[src/shared/tcsc_pkg.sv]
// Constants and types for the timer channel status/control block
package tcsc_pkg;

  // ==========================================
  // Register offsets (word index on the plain port)
  localparam logic [1:0] OFS_STATUS_CONTROL = 2'h0;
  localparam logic [1:0] OFS_IRQ_STATUS     = 2'h1;
  localparam logic [1:0] OFS_IRQ_MASK       = 2'h2;

  // ==========================================
  // Field positions in the status/control byte
  localparam int BIT_EVENT_FLAG  = 7;
  localparam int BIT_IRQ_ENABLE  = 6;
  localparam int BIT_MODE_HIGH   = 5;
  localparam int BIT_MODE_LOW    = 4;
  localparam int BIT_ELS_HIGH    = 3;
  localparam int BIT_ELS_LOW     = 2;

  // Sticky interrupt status bits
  localparam int BIT_ST_CAPTURE  = 0;
  localparam int BIT_ST_MATCH    = 1;
  localparam int IRQ_BITS        = 2;

  // ==========================================
  // Reset values
  localparam logic [7:0] RST_STATUS_CONTROL = 8'h00;
  localparam logic [1:0] RST_IRQ            = 2'h0;

  // ==========================================
  // Edge/level select codes
  localparam logic [1:0] ELS_RELEASE = 2'h0;
  localparam logic [1:0] ELS_RISE    = 2'h1;
  localparam logic [1:0] ELS_FALL    = 2'h2;
  localparam logic [1:0] ELS_BOTH    = 2'h3;

  // ==========================================
  // Channel operating modes
  typedef enum logic [1:0] {
    MODE_CAPTURE    = 2'b00,
    MODE_COMPARE    = 2'b01,
    MODE_EDGE_PWM   = 2'b10,
    MODE_CENTER_PWM = 2'b11
  } chan_mode_t;

endpackage

[src/hdl/pin_action.sv]
// Channel pin output level for compare and PWM modes
`timescale 1ns/10ps

module pin_action
  import tcsc_pkg::*;
(
  // Clock and reset
  input  wire logic                i_clk,
  input  wire logic                i_sys_rst,
  // Configuration
  input  wire tcsc_pkg::chan_mode_t i_mode,
  input  wire logic [1:0]          i_els,
  // Counter events
  input  wire logic                i_match,
  input  wire logic                i_count_down,
  input  wire logic                i_period_start,
  // Pin level
  output logic                     o_level
);

  logic level_r;
  logic level_nxt;
  logic low_true;

  assign low_true = i_els[0];
  assign o_level  = level_r;

  // ==========================================
  // Next level
  always_comb
  begin
    level_nxt = level_r;
    unique case (i_mode)
      MODE_CAPTURE:
      begin
        level_nxt = level_r;
      end
      MODE_COMPARE:
      begin
        if (i_match)
        begin
          unique case (i_els)
            ELS_RELEASE: level_nxt = level_r;
            ELS_RISE:    level_nxt = ~level_r;
            ELS_FALL:    level_nxt = 1'b0;
            ELS_BOTH:    level_nxt = 1'b1;
          endcase
        end
      end
      MODE_EDGE_PWM:
      begin
        if (i_match)
          level_nxt = low_true;
        else if (i_period_start)
          level_nxt = ~low_true;
      end
      MODE_CENTER_PWM:
      begin
        if (i_match && !i_count_down)
          level_nxt = low_true;
        else if (i_match && i_count_down)
          level_nxt = ~low_true;
      end
    endcase
  end

  always_ff @(posedge i_clk)
  begin
    if (i_sys_rst)
      level_r <= 1'b0;
    else
      level_r <= level_nxt;
  end

endmodule

[src/hdl/timer_channel_status_control.sv]
// Status and control logic for one timer channel
`timescale 1ns/10ps

// Function
// - Capture mode: active pin edge sets flag
// - Compare or edge PWM: counter match sets flag
// - Center PWM: every match sets flag
// - Interrupt while flag and enable set
// - Clear flag by read then write zero
// - New event restarts the clear sequence
// - Writing one ignored; reset clears flag, enable
// - Interrupt enable is plain read/write bit
// - Mode high bit selects edge PWM
// - Mode low bit: capture or compare
// - Select 00 releases pin from timer
// - Capture edge: rising, falling or both
// - Compare action: none, toggle, low, high
// - Edge PWM: 10 high-true, X1 low-true
// - Center PWM polarity set at up-match
// - Center select forces center PWM channel
// - Status/control write resets coherency latch
module timer_channel_status_control
  import tcsc_pkg::*;
#(
  parameter int ADDR_W = 2,
  parameter int CNT_W  = 16
)
(
  // Clock and reset
  input  wire logic              i_clk,
  input  wire logic              i_sys_rst,
  // Register port
  input  wire logic [ADDR_W-1:0] i_addr,
  input  wire logic [7:0]        i_wdata,
  input  wire logic              i_wr,
  input  wire logic              i_rd,
  output logic [7:0]             o_rdata,
  // Timer module side
  input  wire logic              i_center_pwm_select,
  input  wire logic [CNT_W-1:0]  i_counter,
  input  wire logic [CNT_W-1:0]  i_value,
  input  wire logic              i_count_step,
  input  wire logic              i_count_down,
  input  wire logic              i_period_start,
  output logic                   o_capture,
  output logic                   o_latch_reset,
  output tcsc_pkg::chan_mode_t   o_mode,
  // Channel pin
  input  wire logic              i_pin,
  output logic                   o_pin,
  output logic                   o_pin_oe,
  output logic                   o_pin_release,
  // Interrupt
  output logic                   o_irq
);

  // ==========================================
  // Elaboration checks
  if (ADDR_W < 2)
  begin : g_bad_addr
    $error("ADDR_W must be at least 2");
  end
  if (CNT_W < 1)
  begin : g_bad_cnt
    $error("CNT_W must be at least 1");
  end
  if (IRQ_BITS > 8)
  begin : g_bad_irq
    $error("IRQ_BITS must fit in one byte");
  end

  // ==========================================
  // State
  logic                event_flag_r;
  logic                event_flag_nxt;
  logic                clear_armed_r;
  logic                clear_armed_nxt;
  logic                irq_enable_r;
  logic [1:0]          mode_sel_r;
  logic [1:0]          els_r;
  logic                pin_prev_r;
  logic [IRQ_BITS-1:0] irq_status_r;
  logic [IRQ_BITS-1:0] irq_status_nxt;
  logic [IRQ_BITS-1:0] irq_mask_r;
  logic [7:0]          rdata_r;
  logic                capture_r;
  logic                latch_reset_r;

  // ==========================================
  // Address decode
  wire logic sel_sc    = (i_addr == ADDR_W'(OFS_STATUS_CONTROL));
  wire logic sel_stat  = (i_addr == ADDR_W'(OFS_IRQ_STATUS));
  wire logic sel_mask  = (i_addr == ADDR_W'(OFS_IRQ_MASK));
  wire logic wr_sc     = i_wr & sel_sc;
  wire logic rd_sc     = i_rd & sel_sc;
  wire logic wr_stat   = i_wr & sel_stat;
  wire logic wr_mask   = i_wr & sel_mask;

  // ==========================================
  // Mode decode
  chan_mode_t mode;
  always_comb
  begin
    if (i_center_pwm_select)
      mode = MODE_CENTER_PWM;
    else if (mode_sel_r[1])
      mode = MODE_EDGE_PWM;
    else if (mode_sel_r[0])
      mode = MODE_COMPARE;
    else
      mode = MODE_CAPTURE;
  end
  assign o_mode = mode;

  // ==========================================
  // Event detection
  // pin released
  wire logic released   = (els_r == ELS_RELEASE);
  wire logic is_capture = (mode == MODE_CAPTURE);
  wire logic rise       = i_pin & ~pin_prev_r;
  wire logic fall       = ~i_pin & pin_prev_r;

  wire logic edge_hit   = (els_r[0] & rise) | (els_r[1] & fall);
  wire logic cap_event  = is_capture & ~released & edge_hit;

  wire logic cnt_equal  = (i_counter == i_value);
  wire logic match_ev   = ~is_capture & i_count_step & cnt_equal;
  wire logic chan_event = cap_event | match_ev;

  // ==========================================
  // Event flag clearing sequence
  wire logic wr_flag_zero = wr_sc & ~i_wdata[BIT_EVENT_FLAG];

  always_comb
  begin
    event_flag_nxt  = event_flag_r;
    clear_armed_nxt = clear_armed_r;
    if (rd_sc && event_flag_r)
      clear_armed_nxt = 1'b1;
    if (wr_flag_zero && clear_armed_r)
      event_flag_nxt = 1'b0;
    if (wr_sc)
      clear_armed_nxt = 1'b0;
    if (chan_event)
    begin
      event_flag_nxt  = 1'b1;
      clear_armed_nxt = 1'b0;
    end
  end

  // ==========================================
  // Sticky interrupt status
  wire logic [IRQ_BITS-1:0] irq_set = {match_ev, cap_event};
  wire logic [IRQ_BITS-1:0] irq_clr = wr_stat ? i_wdata[IRQ_BITS-1:0] : '0;

  // Set wins over a clearing write
  for (genvar b = 0; b < IRQ_BITS; b++)
  begin : g_irq_bit
    assign irq_status_nxt[b] = irq_set[b] | (irq_status_r[b] & ~irq_clr[b]);
  end

  // ==========================================
  // Read data mux
  wire logic [7:0] sc_value = {event_flag_r, irq_enable_r, mode_sel_r, els_r, 2'b00};
  wire logic [7:0] rd_mux   =
    sel_sc   ? sc_value :
    sel_stat ? {{(8-IRQ_BITS){1'b0}}, irq_status_r} :
    sel_mask ? {{(8-IRQ_BITS){1'b0}}, irq_mask_r} :
    8'h00;

  // ==========================================
  // Registers
  // flag and arming
  always_ff @(posedge i_clk)
  begin
    if (i_sys_rst)
    begin
      event_flag_r  <= RST_STATUS_CONTROL[BIT_EVENT_FLAG];
      clear_armed_r <= 1'b0;
    end
    else
    begin
      event_flag_r  <= event_flag_nxt;
      clear_armed_r <= clear_armed_nxt;
    end
  end

  always_ff @(posedge i_clk)
  begin
    if (i_sys_rst)
      irq_enable_r <= RST_STATUS_CONTROL[BIT_IRQ_ENABLE];
    else if (wr_sc)
      irq_enable_r <= i_wdata[BIT_IRQ_ENABLE];
  end

  always_ff @(posedge i_clk)
  begin
    if (i_sys_rst)
    begin
      mode_sel_r <= RST_STATUS_CONTROL[BIT_MODE_HIGH:BIT_MODE_LOW];
      els_r      <= RST_STATUS_CONTROL[BIT_ELS_HIGH:BIT_ELS_LOW];
    end
    else if (wr_sc)
    begin
      mode_sel_r <= i_wdata[BIT_MODE_HIGH:BIT_MODE_LOW];
      els_r      <= i_wdata[BIT_ELS_HIGH:BIT_ELS_LOW];
    end
  end

  // Sticky status
  always_ff @(posedge i_clk)
  begin
    if (i_sys_rst)
      irq_status_r <= RST_IRQ;
    else
      irq_status_r <= irq_status_nxt;
  end

  // Status mask
  always_ff @(posedge i_clk)
  begin
    if (i_sys_rst)
      irq_mask_r <= RST_IRQ;
    else if (wr_mask)
      irq_mask_r <= i_wdata[IRQ_BITS-1:0];
  end

  // Read data stands one cycle
  always_ff @(posedge i_clk)
  begin
    if (i_sys_rst)
      rdata_r <= 8'h00;
    else
      rdata_r <= i_rd ? rd_mux : 8'h00;
  end

  // Pin history for edge detection
  always_ff @(posedge i_clk)
  begin
    if (i_sys_rst)
      pin_prev_r <= 1'b0;
    else
      pin_prev_r <= i_pin;
  end

  // Capture strobe to value datapath
  always_ff @(posedge i_clk)
  begin
    if (i_sys_rst)
      capture_r <= 1'b0;
    else
      capture_r <= cap_event;
  end

  always_ff @(posedge i_clk)
  begin
    if (i_sys_rst)
      latch_reset_r <= 1'b0;
    else
      latch_reset_r <= wr_sc;
  end

  assign o_rdata       = rdata_r;
  assign o_capture     = capture_r;
  assign o_latch_reset = latch_reset_r;

  // ==========================================
  // Pin control
  logic level;

  pin_action u_pin_action
  (
    .i_clk          (i_clk),
    .i_sys_rst      (i_sys_rst),
    .i_mode         (mode),
    .i_els          (els_r),
    .i_match        (match_ev),
    .i_count_down   (i_count_down),
    .i_period_start (i_period_start),
    .o_level        (level)
  );

  assign o_pin_release = released;
  assign o_pin_oe      = ~released & ~is_capture;
  assign o_pin         = level;

  // ==========================================
  // Interrupt
  // flag and enable, or sticky status under mask
  assign o_irq = (event_flag_r & irq_enable_r) | (|(irq_status_r & irq_mask_r));

endmodule

[config.mk]
export PLATFORM = sky130hd
export DESIGN_NAME = timer_channel_status_control
export DESIGN_NICKNAME = d
export VERILOG_FILES = /design/src/shared/tcsc_pkg.sv /design/src/hdl/pin_action.sv /design/src/hdl/timer_channel_status_control.sv
export SDC_FILE = /design/constraint.sdc
export NUM_CORES = 1
export LEC_CHECK = 0
export BUFFER_PORTS_ARGS = -buffer_cell sky130_fd_sc_hd__buf_4
export CORE_UTILIZATION = 35
export DETAILED_ROUTE_END_ITERATION = 12
export PLACE_DENSITY = 0.68
export SLEW_MARGIN = 20
export SYNTH_ARGS = -nofsm -noshare
export SYNTH_HDL_FRONTEND = slang
export SYNTH_SLANG_ARGS = --single-unit
[constraint.sdc]
create_clock -name i_clk -period 2.3 [get_ports i_clk]
set_clock_uncertainty 0.1 [all_clocks]
set_input_delay 0.115 -clock i_clk [delete_from_list [all_inputs] [get_ports i_clk]]
set_output_delay 0.115 -clock i_clk [all_outputs]
set_load 0.005 [all_outputs]
==> summary.md, run 1 <==
| Metric | Value |
|---|---|
| Largest net degree at the start of global routing | `18` |
| Via density | `around 4.7` |
| Initial antenna violation count | `0` |
| CP Launch Type | `input pin` |
| Core area | `slightly above 3000 sq um` |
| Final hold vios | `0` |
| FF+latch count, synth | `23` |
| Kind of critical path | `in -> reg` |
| CTS Buffer Depth | `2` |
| Starting Density | `0.366` |
| Clk sinks | `23` |
| Die area | `between 3000 and 4000 sq um` |
| Power Density | `about 410 nW/um^2` |
| Global-route wire length before repair | `5310 um` |
| Synth area leader | `dfxtp_1` |
| GRT overflow | `0` |
| Worst path bufs/invs | `4` |
| Final Power | `about 800 uW` |
| CP Cell Sequence | `dlygate4sd3_1 -> buf_4 -> nor2b_2 -> nand3_1 -> dlygate4sd3_1 -> a21oi_1 -> dlygate4sd3_1` |
| R2r endpoint | `u_pin_action.o_level` |
| Worst VDD drop | `between 0.3 and 0.4 mV` |
| Setup TNS | `0 ns` |
| Post-Syn Instances | `between 100 and 150` |
| Die Ht | `between 50 and 60 um` |
| Syn Area/Cell | `about 8.5 sq um` |
| Worst path slowest cell | `dlygate4sd3_1` |
| Synthesis-to-layout area growth | `70.9%` |
| Final setup violating endpoints | `0` |
| Crit path max-delay family | `buffers and inverters` |
| Iter 0 DRT Violations | `26` |
| Clk slew on worst S/H paths | `approximately 0.13 ns` |
| # rows | `20` |
| Synth area leaders | `dfxtp_1, xor2_1, nand2_1, a21oi_1, nor4_2` |
| RSZ-0062 raised after global routing | `no` |
| Comb pwr share | `0.226` |
| TritonCTS buffer count | `3` |
| Gr usage total | `0.203` |
| CP dominant cell by count | `dlygate4sd3_1` |
| Worst endpoint required time | `between 2 and 2.5 ns` |
| Sw Share | `0.256` |
| Post-layout minimum cycle time | `approximately 2.2 ns` |
| Clock power share | `0.245` |
| Number of library cell types mapped by synthesis | `29` |
| Post-DP HPWL | `roughly 2400 um` |
| Worst-margin pin slew | `0.317 ns` |
| Critical path origin | `i_addr[1]` |
| Leak | `between 0.0008 and 0.0009 uW` |
| CP Max Fanout | `5` |
| CTS tree | `done` |
| Multi-input combinational cell area | `633 sq um` |
| H-tree depth | `1` |
| Final wirelength | `roughly 3200 um` |
| Wire length per cell | `12.2 um` |
| Number of routed nets with antenna violations | `0` |
| Top Ports | `67` |
| Die X-Extent | `58.5 um` |
| Outcome | `finished clean` |
| I/O Buffers | `66` |
| DR vias | `approximately 1300` |
| CP max stage delay | `0.56 ns` |
| Layout cells sized above 1 | `0.348` |
| CP arrival | `2.36 ns` |
| Max-cap violations | `0` |
| Fill cell count | `~280` |
| Worst Reg-to-Reg Cells | `6` |
| CTS root buf | `clkbuf_4` |
| Later-pin clock latency in the skew report | `approximately 0.32 ns` |
| Syn. warnings | `0` |
| Power Internal | `~580 uW` |
| Slack of the worst reg-to-reg path | `roughly 0.52 ns` |
| Post-synthesis sequential area ratio | `0.412` |
| Drt first pass iters | `4` |
| DRC violations left | `0` |
| Fin. max-slew vios | `0` |
| Vias in the first global route | `approximately 1300` |
| Worst setup EP type | `flop` |
| Tcrit/Tclk final | `0.947` |
| Syn Nets | `~180` |
| Antenna diode count | `0` |
| Placer Congestion | `0.855` |
| Net Switching | `around 200 uW` |
| HP Class | `in -> reg` |
| Post-synthesis cell area | `1120 sq um` |
| Worst R2R Start | `mode_sel_r[1]` |
| Critical Path Sink | `irq_mask_r[1]` |
| Worst path depth | `7` |
| Fmax | `~0.46 GHz` |
| FF+latch area | `roughly 460 sq um` |
| Nets@finish | `273` |
| Yosys top cell area share | `0.412` |
| Slew headroom | `0.783` |
| Sequential power share | `0.529` |
layer usage:
layer | vias up | part of all wire | global-route usage
met3 | 8 | 0.046 | 0.0505
met1 | 573 | 0.41 | 0.239
li1 | 634 | - | -
met2 | 37 | 0.52 | 0.360
met5 | - | 0 | 0
met4 | 0 | 0.022 | 0.0714
timing repair:
item                                   in CTS  in global routing
hold buffers                               22                  0
setup buffers                               0                  0
resized for setup                           0                  1
setup endpoints to repair                   0                  2
endpoints found under the hold margin      15                  0
layout by cell type, fill, tap and decap left out, types with 2 or more instances in the layout:
cell type	n
nor4_1	2
nor3_1	2
o21ai_0	2
nor2b_1	2
nor4_2	4
dlygate4sd3_1	22
a31oi_1	3
buf_4	66
nor2_1	10
and2_1	6
inv_1	4
xor2_1	15
dfxtp_1	23
a22oi_1	2
clkbuf_4	3
nand3_1	7
a21oi_1	10
nand2b_1	2
nand2_1	22
stage by stage:
stage | util | hold WS (ns) | setup WS (ns) | cells | instance area [sq um]
final | 0.625 | 0.0264 | 0.122 | 265 | 1910
after global routing | 0.625 | 0.0116 | 0.0146 | 265 | 1910
after CTS | 0.625 | 0.0160 | 0.0662 | 265 | 1910
after detailed placement | 0.543 | 0.226 | 0.497 | 239 | 1660
after global placement | 0.543 | 0.220 | 0.563 | 239 | 1660
after floorplan | - | 0.0920 | 0.660 | 132 | 1120
area by class of cell:
cell class	count	area share
clock inverter	1	0.00393
inverter	4	0.00786
multi-input combinational	102	0.332
clock buffer	3	0.0118
tap	44	0.0288
sequential	23	0.241
timing repair buffer	88	0.375
worst min path at each step:
| stage | slack (ns) | startpoint | cells past startpoint | to |
|---|---|---|---|---|
| final | 0.03 | i_wdata[7] | 3 | event_flag_r |
| after global routing | 0.01 | i_wdata[7] | 3 | event_flag_r |
| after CTS | 0.02 | i_wdata[7] | 3 | event_flag_r |
| after detailed placement | 0.23 | i_addr[1] | 2 | o_rdata[5] |
| after global placement | 0.22 | i_addr[1] | 2 | o_rdata[5] |
| after floorplan | 0.09 | i_addr[1] | 1 | o_rdata[5] |
kinds of logic after synthesis:
group                  Yosys count  share of synthesized area
AO/OA/AOI/OAI                   25                      0.150
XOR/XNOR                        16                      0.125
buffers and inverters            7                     0.0235
flip-flops                      23                      0.412
AND/OR/NAND/NOR                 61                      0.289
cell usage after synthesis:
cell / n
dfxtp_1: 23
nand2_1: 22
xor2_1: 15
a21oi_1: 10
nor2_1: 10
nand3_1: 7
and2_1: 6
inv_1: 4
nor4_2: 4
a31oi_1: 3
clkbuf_1: 3
nor2b_1: 3
a22oi_1: 2
nand2b_1: 2
nor3_1: 2
nor4_1: 2
o21ai_0: 2
a2111oi_0: 1
a211oi_2: 1
a21o_1: 1
a222oi_1: 1
nand3b_1: 1
nand4b_1: 1
nor3_2: 1
o211a_1: 1
o2bb2ai_1: 1
o31a_1: 1
o31ai_1: 1
xnor2_1: 1
tightest hold or removal path: stages:
cell and delay [ns]:
buf_4 0.08, o31ai_1 0.06, a31oi_1 0.16
power groups by stage:
stage	logic, uW	clock network, uW	registers, uW
after floorplan	58.5	0	418
after global placement	148	0	419
after detailed placement	151	0	420
after CTS	175	197	411
after global routing	190	214	412
final	176	190	411
registers in the layout, summed over array words and instances, names as in the netlist, 2 cells and up:
register,flops
o_rdata,8
els_r,2
irq_mask_r,2
irq_status_r,2
mode_sel_r,2
No activity file was read; power rests on OpenSTA's default activity.
==> run 2, diff against run 1 <==
Settings changed: CTS_BUF_LIST set to sky130_fd_sc_hd__clkbuf_8.
==> summary.md, run 2 (synthesis gave the netlist of run 1 again) <==
| Metric | Value |
|---|---|
| Outcome | `finished clean (unchanged)` |
| Top Ports | `67 (unchanged)` |
| Final hold vios | `0 (unchanged)` |
| Hold path startpoint | `i_wdata[1] (was i_wdata[7])` |
| CP Launch Type | `flop (was input pin)` |
| Max-cap violations | `0 (unchanged)` |
| Post-layout minimum cycle time | `1.77 ns (was 2.18 ns)` |
| Setup TNS | `0 ns (unchanged)` |
| Critical path origin | `mode_sel_r[1] (was i_addr[1])` |
| Wire length per cell | `12.1 um (was 12.2 um)` |
| Drt first pass iters | `4 (unchanged)` |
| Tcrit/Tclk final | `0.769 (was 0.947)` |
| Vias in the first global route | `1145 (was 1260)` |
| Fin. max-slew vios | `0 (unchanged)` |
| Nets@finish | `259 (was 273)` |
| Worst-margin pin slew | `0.317 ns (about the same)` |
| Iter 0 DRT Violations | `22 (was 26)` |
| Die area | `3420 sq um (unchanged)` |
| Fin Hold WS | `0.0193 ns (was 0.0264 ns)` |
| Later-pin clock latency in the skew report | `0.27 ns (was 0.32 ns)` |
| CTS Buffer Depth | `2 (unchanged)` |
| Clk sinks | `23 (unchanged)` |
| H-tree depth | `1 (unchanged)` |
| DRC violations left | `0 (unchanged)` |
| Synthesis-to-layout area growth | `59.8% (was 70.9%)` |
| DR vias | `1199 (was 1252)` |
| Worst endpoint required time | `2.37 ns (was 2.48 ns)` |
| Number of routed nets with antenna violations | `0 (unchanged)` |
| Clk slew on worst S/H paths | `0.08 ns (was 0.13 ns)` |
| Layout cells sized above 1 | `0.367 (was 0.348)` |
| RSZ-0062 raised after global routing | `no (unchanged)` |
| Most common cell after layout, fill and taps aside | `buf_4 (unchanged)` |
| GRT overflow | `0 (unchanged)` |
| Worst VDD drop | `0.268 mV (was 0.311 mV)` |
| Worst setup EP type | `flop (unchanged)` |
| Post-DP HPWL | `2450 um (unchanged)` |
| Via density | `4.78 (was 4.72)` |
| GR Util met3 | `0.0505 (unchanged)` |
| I/O Buffers | `66 (unchanged)` |
| Die X-Extent | `58.5 um (unchanged)` |
| PostCTS Resize Cnt | `0 (unchanged)` |
| HP Class | `in -> reg (unchanged)` |
| Worst Reg-to-Reg Cells | `6 (unchanged)` |
| Most used routing layer | `met2 (unchanged)` |
| CTS tree | `done (unchanged)` |
| Fmax | `0.565 GHz (was 0.459 GHz)` |
| Most frequent cells in the layout | `buf_4, dfxtp_1, nand2_1 (was buf_4, dfxtp_1, nand2_1, dlygate4sd3_1, xor2_1)` |
| CP arrival | `1.84 ns (was 2.36 ns)` |
| Slack of the worst reg-to-reg path | `0.53 ns (was 0.52 ns)` |
| Placer Congestion | `0.855 (unchanged)` |
| Slew headroom | `0.783 (about the same)` |
| Final setup violating endpoints | `0 (unchanged)` |
| Final wirelength | `3040 um (was 3240 um)` |
| Met1 Resource Use GR | `0.221 (was 0.239)` |
| # rows | `20 (unchanged)` |
| Hold path depth | `3 (unchanged)` |
| Grt met2 use | `0.328 (was 0.360)` |
| Core area | `3050 sq um (unchanged)` |
| Kind of critical path | `reg -> reg (was in -> reg)` |
| Initial antenna violation count | `0 (unchanged)` |
| Global-route wire length before repair | `4890 um (was 5310 um)` |
| Starting Density | `0.366 (unchanged)` |
| Worst R2R Start | `mode_sel_r[1] (unchanged)` |
| Power Density | `460 nW/um^2 (was 407 nW/um^2)` |
| Leak | `0.000791 uW (was 0.000857 uW)` |
| Largest net degree at the start of global routing | `18 (unchanged)` |
| CP Max Fanout | `5 (unchanged)` |
| Die Ht | `58.5 um (unchanged)` |
| Antenna diode count | `0 (unchanged)` |
| Gr usage total | `0.188 (was 0.203)` |
| CTS root buf | `clkbuf_8 (was clkbuf_4)` |
| TritonCTS buffer count | `3 (unchanged)` |
| Max reg flops | `8 (unchanged)` |
run 2: changes by cell type in the layout (fill, tap and decap cells not counted), sizes merged:
cell,delta
dlygate4sd3,-14
run 2: repair_timing:
item | CTS | global route
setup buffers | 0 | 0
hold buffers | 8 | 0
hold endpoints to repair | 7 | 0
run 2: routing by layer:
metal	share of wire	up-vias
met5	0	-
met4	0.024	0
met3	0.046	8
met2	0.52	35
met1	0.41	551
li1	-	605
run 2: report_power, final:
group / internal [uW] / switching [uW]
Combinational: 95.3 / 65.5
Clock: 123 / 128
Sequential: 404 / 6.12
Total: 622 / 199
run 2: metrics by stage:
| stage | worst slack [ns] | std cells | power (uW) | util | instance area, sq um |
|---|---|---|---|---|---|
| after floorplan | 0.660 | 132 | 477 | - | 1120 |
| after global placement | 0.563 | 239 | 567 | 0.543 | 1660 |
| after detailed placement | 0.497 | 239 | 571 | 0.543 | 1660 |
| after CTS | 0.532 | 251 | 831 | 0.585 | 1790 |
| after global routing | 0.411 | 251 | 858 | 0.585 | 1790 |
| final | 0.531 | 251 | 821 | 0.585 | 1790 |
run 2: path summary, 6_finish.rpt:
kind | to
worst max-delay path | u_pin_action.o_level
worst min-delay path | irq_mask_r[1]
worst max register to register | u_pin_action.o_level
worst min register to register | irq_status_r[1]
run 2: cell type report:
cell class / instances / area [sq um]
inverter: 4 / 15.0
tap: 44 / 55.1
clock inverter: 1 / 7.51
timing repair buffer: 74 / 576
sequential: 23 / 460
fill: 300 / 1270
clock buffer: 3 / 41.3
multi-input combinational: 102 / 631
run 2: critical path, cell delays in order (launching register included):
cell	delay (ns)
dfxtp_1	0.41
nor3_2	0.09
nor4_2	0.31
nand3_1	0.16
nor4_1	0.32
a211oi_2	0.08
o211a_1	0.21
==> run 3, diff against run 2 <==
Settings changed: ABC_AREA set to 1, PLACE_DENSITY 0.68 to 0.69.
Clock period 2.3 ns to 1.4 ns, I/O delays scaled along.
==> summary.md, run 3 <==
| Metric | Value |
|---|---|
| Fin. max-slew vios | `0 (unchanged)` |
| Worst hold endpoint | `o_rdata[0] (was irq_mask_r[1])` |
| Final setup violating endpoints | `0 (unchanged)` |
| # rows | `21 (was 20)` |
| Worst Reg-to-Reg Cells | `11 (was 6)` |
| Worst VDD drop | `0.600 mV (was 0.268 mV)` |
| Clk sinks | `23 (unchanged)` |
| Fmax | `0.750 GHz (was 0.565 GHz)` |
| Placer Congestion | `0.798 (was 0.855)` |
| Top Ports | `67 (unchanged)` |
| Final worst-path setup slack | `0.0661 ns (was 0.531 ns)` |
| Post-layout minimum cycle time | `1.33 ns (was 1.77 ns)` |
| Kind of critical path | `reg -> reg (unchanged)` |
| Outcome | `finished clean (unchanged)` |
| EDFF count, synth | `0 (unchanged)` |
| Power Density | `714 nW/um^2 (was 460 nW/um^2)` |
| Worst path slowest cell | `dfxtp_2 (was dfxtp_1)` |
| RSZ-0062 raised after global routing | `yes (was no)` |
| Worst path bufs/invs | `3 (was 0)` |
| TritonCTS buffer count | `3 (unchanged)` |
| Post-DP HPWL | `2510 um (was 2450 um)` |
| Die X-Extent | `61.7 um (was 58.5 um)` |
| Antenna diode count | `0 (unchanged)` |
| Worst R2R Start | `mode_sel_r[0] (was mode_sel_r[1])` |
| CP max stage delay | `0.35 ns (was 0.41 ns)` |
| Most frequent cells in the layout | `buf_4, nand2_1, inv_1 (was buf_4, dfxtp_1, nand2_1)` |
| Starting Density | `0.371 (was 0.366)` |
| Adder-cell share of the synthesized area | `0 (unchanged)` |
| Nets@finish | `340 (was 259)` |
| Ys async rst share | `0 (unchanged)` |
| DRC violations left | `0 (unchanged)` |
| Initial antenna violation count | `0 (unchanged)` |
| Later-pin clock latency in the skew report | `0.27 ns (about the same)` |
| R2r endpoint | `u_pin_action.o_level (unchanged)` |
| Worst setup EP type | `flop (unchanged)` |
| I/O Buffers | `66 (unchanged)` |
| Drt first pass iters | `4 (unchanged)` |
| Number of routed nets with antenna violations | `0 (unchanged)` |
| Iter 0 DRT Violations | `67 (was 22)` |
| GRT overflow | `0 (unchanged)` |
| Most common cell after layout, fill and taps aside | `buf_4 (unchanged)` |
| Die Ht | `61.7 um (was 58.5 um)` |
| Synthesis-to-layout area growth | `60.4% (was 59.8%)` |
| CP arrival | `1.40 ns (was 1.84 ns)` |
| Post-synthesis mux area share | `0 (unchanged)` |
| Final wirelength | `3170 um (was 3040 um)` |
| Final hold vios | `0 (unchanged)` |
| CP Launch Type | `flop (unchanged)` |
| DR vias | `1467 (was 1199)` |
| Number of library cell types mapped by synthesis | `20 (was 29)` |
| Die area | `3810 sq um (was 3420 sq um)` |
| H-tree depth | `1 (unchanged)` |
| Worst-margin pin slew | `0.372 ns (was 0.317 ns)` |
| Syn Area/Cell | `6.11 sq um (was 8.46 sq um)` |
| Post-synthesis sequential area ratio | `0.369 (was 0.412)` |
| Fin Hold WS | `0.0131 ns (was 0.0193 ns)` |
| Slack of the worst reg-to-reg path | `0.07 ns (was 0.53 ns)` |
| Wire length per cell | `9.49 um (was 12.1 um)` |
| Core area | `3360 sq um (was 3050 sq um)` |
| CP Cell Sequence | `inv_2 -> nand2_4 -> inv_4 -> nor2_4 -> inv_2 -> nor2_2 -> nand4_1 -> nand2_1 -> nand3_1 -> nor2_1 -> nor2_1 (was nor3_2 -> nor4_2 -> nand3_1 -> nor4_1 -> a211oi_2 -> o211a_1)` |
| Post-synthesis xor/xnor area fraction | `0.0140 (was 0.125)` |
| Largest family of logic cells by synthesized area | `simple AND/OR/NAND/NOR gates (unchanged)` |
| Ys flop type | `dfxtp_1 (unchanged)` |
| Synth area leaders | `dfxtp_1, nand2_1, inv_1, nor2_1, nand3_1 (was dfxtp_1, xor2_1, nand2_1, a21oi_1, nor4_2)` |
| Dpl ws | `0.0261 ns (was 0.497 ns)` |
| Max-cap violations | `0 (unchanged)` |
| Syn Nets | `255 (was 183)` |
| Vias in the first global route | `1337 (was 1145)` |
| Yosys top cell area share | `0.369 (was 0.412)` |
| Via density | `4.39 (was 4.78)` |
| Worst endpoint required time | `1.47 ns (was 2.37 ns)` |
| FF+latch count, synth | `23 (unchanged)` |
| CTS Buffer Depth | `2 (unchanged)` |
| Post-synthesis compound-gate area fraction | `0.101 (was 0.150)` |
| Core Util, Final | `0.595 (was 0.585)` |
| Synth area leader | `dfxtp_1 (unchanged)` |
| Hold path depth | `3 (unchanged)` |
| Crit path max-delay family | `simple AND/OR/NAND/NOR gates (unchanged)` |
| Most frequent cell after synthesis | `nand2_1 (was dfxtp_1)` |
| Post-Synth Simple-Gate Area | `0.377 (was 0.289)` |
| Max reg flops | `8 (unchanged)` |
| HP Class | `in -> reg (unchanged)` |
| Leak | `0.00106 uW (was 0.000791 uW)` |
| Post-Syn Instances | `204 (was 132)` |
| Syn. warnings | `0 (unchanged)` |
| Layout cells sized above 1 | `0.306 (was 0.367)` |
| Largest net degree at the start of global routing | `15 (was 18)` |
| Slew headroom | `0.751 (was 0.783)` |
| Gr usage total | `0.182 (was 0.188)` |
| Tcrit/Tclk final | `0.953 (was 0.769)` |
| Post-synthesis cell area | `1250 sq um (was 1120 sq um)` |
| CTS root buf | `clkbuf_8 (unchanged)` |
| Hold path startpoint | `i_addr[0] (was i_wdata[1])` |
| Clk slew on worst S/H paths | `0.09 ns (was 0.08 ns)` |
| Global-route wire length before repair | `5220 um (was 4890 um)` |
| Commonest cells post-synth | `nand2_1, inv_1, nor2_1 (was dfxtp_1, nand2_1, xor2_1)` |
| CTS tree | `done (unchanged)` |
| CP Max Fanout | `3 (was 5)` |
-- run 3: cell families (layout without fill, tap and decap cells) --
kind of cell,after synthesis,in the layout
and+or+nand+nor,109,109
buffers and inverters,46,130
AOI/OAI and AO/OA,24,24
DFF,23,23
xor gates and xnor gates,2,2
-- run 3: worst min-delay path, stage by stage --
cell and delay, ns:
buf_4 0.13, nand3_1 0.07, a21oi_1 0.06
-- run 3: metal layers --
layer | track usage | up-vias | wire length [um]
met5 | 0 | - | 0
met4 | 0.0349 | 0 | 25
met3 | 0.0311 | 4 | 168
met2 | 0.326 | 46 | 1570
met1 | 0.230 | 628 | 1400
li1 | - | 789 | -
-- run 3: how the worst max path moves through the flow --
stage / from / end / slack [ns] / cells past startpoint
floorplan: mode_sel_r[0] / u_pin_action.o_level / 0.11 / 11
detailed placement: mode_sel_r[0] / u_pin_action.o_level / 0.03 / 11
global placement: mode_sel_r[0] / u_pin_action.o_level / 0.08 / 11
finish: mode_sel_r[0] / u_pin_action.o_level / 0.07 / 11
global route: mode_sel_r[0] / u_pin_action.o_level / -0.05 / 11
CTS: mode_sel_r[0] / u_pin_action.o_level / 0.001 / 12
-- run 3: layout make-up --
type	count	area, sq um
timing repair buffer	80	626
inverter	46	175
clock buffer	3	41.3
multi-input combinational	135	631
tap	46	57.6
clock inverter	1	7.51
fill	332	1360
sequential	23	463
-- run 3: repair_timing --
action,in CTS,in global routing
endpoints found under the hold margin,13,1
endpoints found under the setup margin,0,3
hold buffers,9,1
resized for setup,0,8
buffers inserted,0,1
-- run 3: metrics by stage --
step	cell area (sq um)	cells	power, uW	setup TNS [ns]
after floorplan	1250	204	817	0
after global placement	1820	319	987	0
after detailed placement	1820	319	991	0
after CTS	1960	332	1430	0
after global routing	2000	334	1510	-0.0590
final	2000	334	1430	0
-- run 3: power breakdown --
part           internal [uW]  switching [uW]  total [uW]
registers                668            7.06         675
clock network            202             223         424
logic                    181             147         328
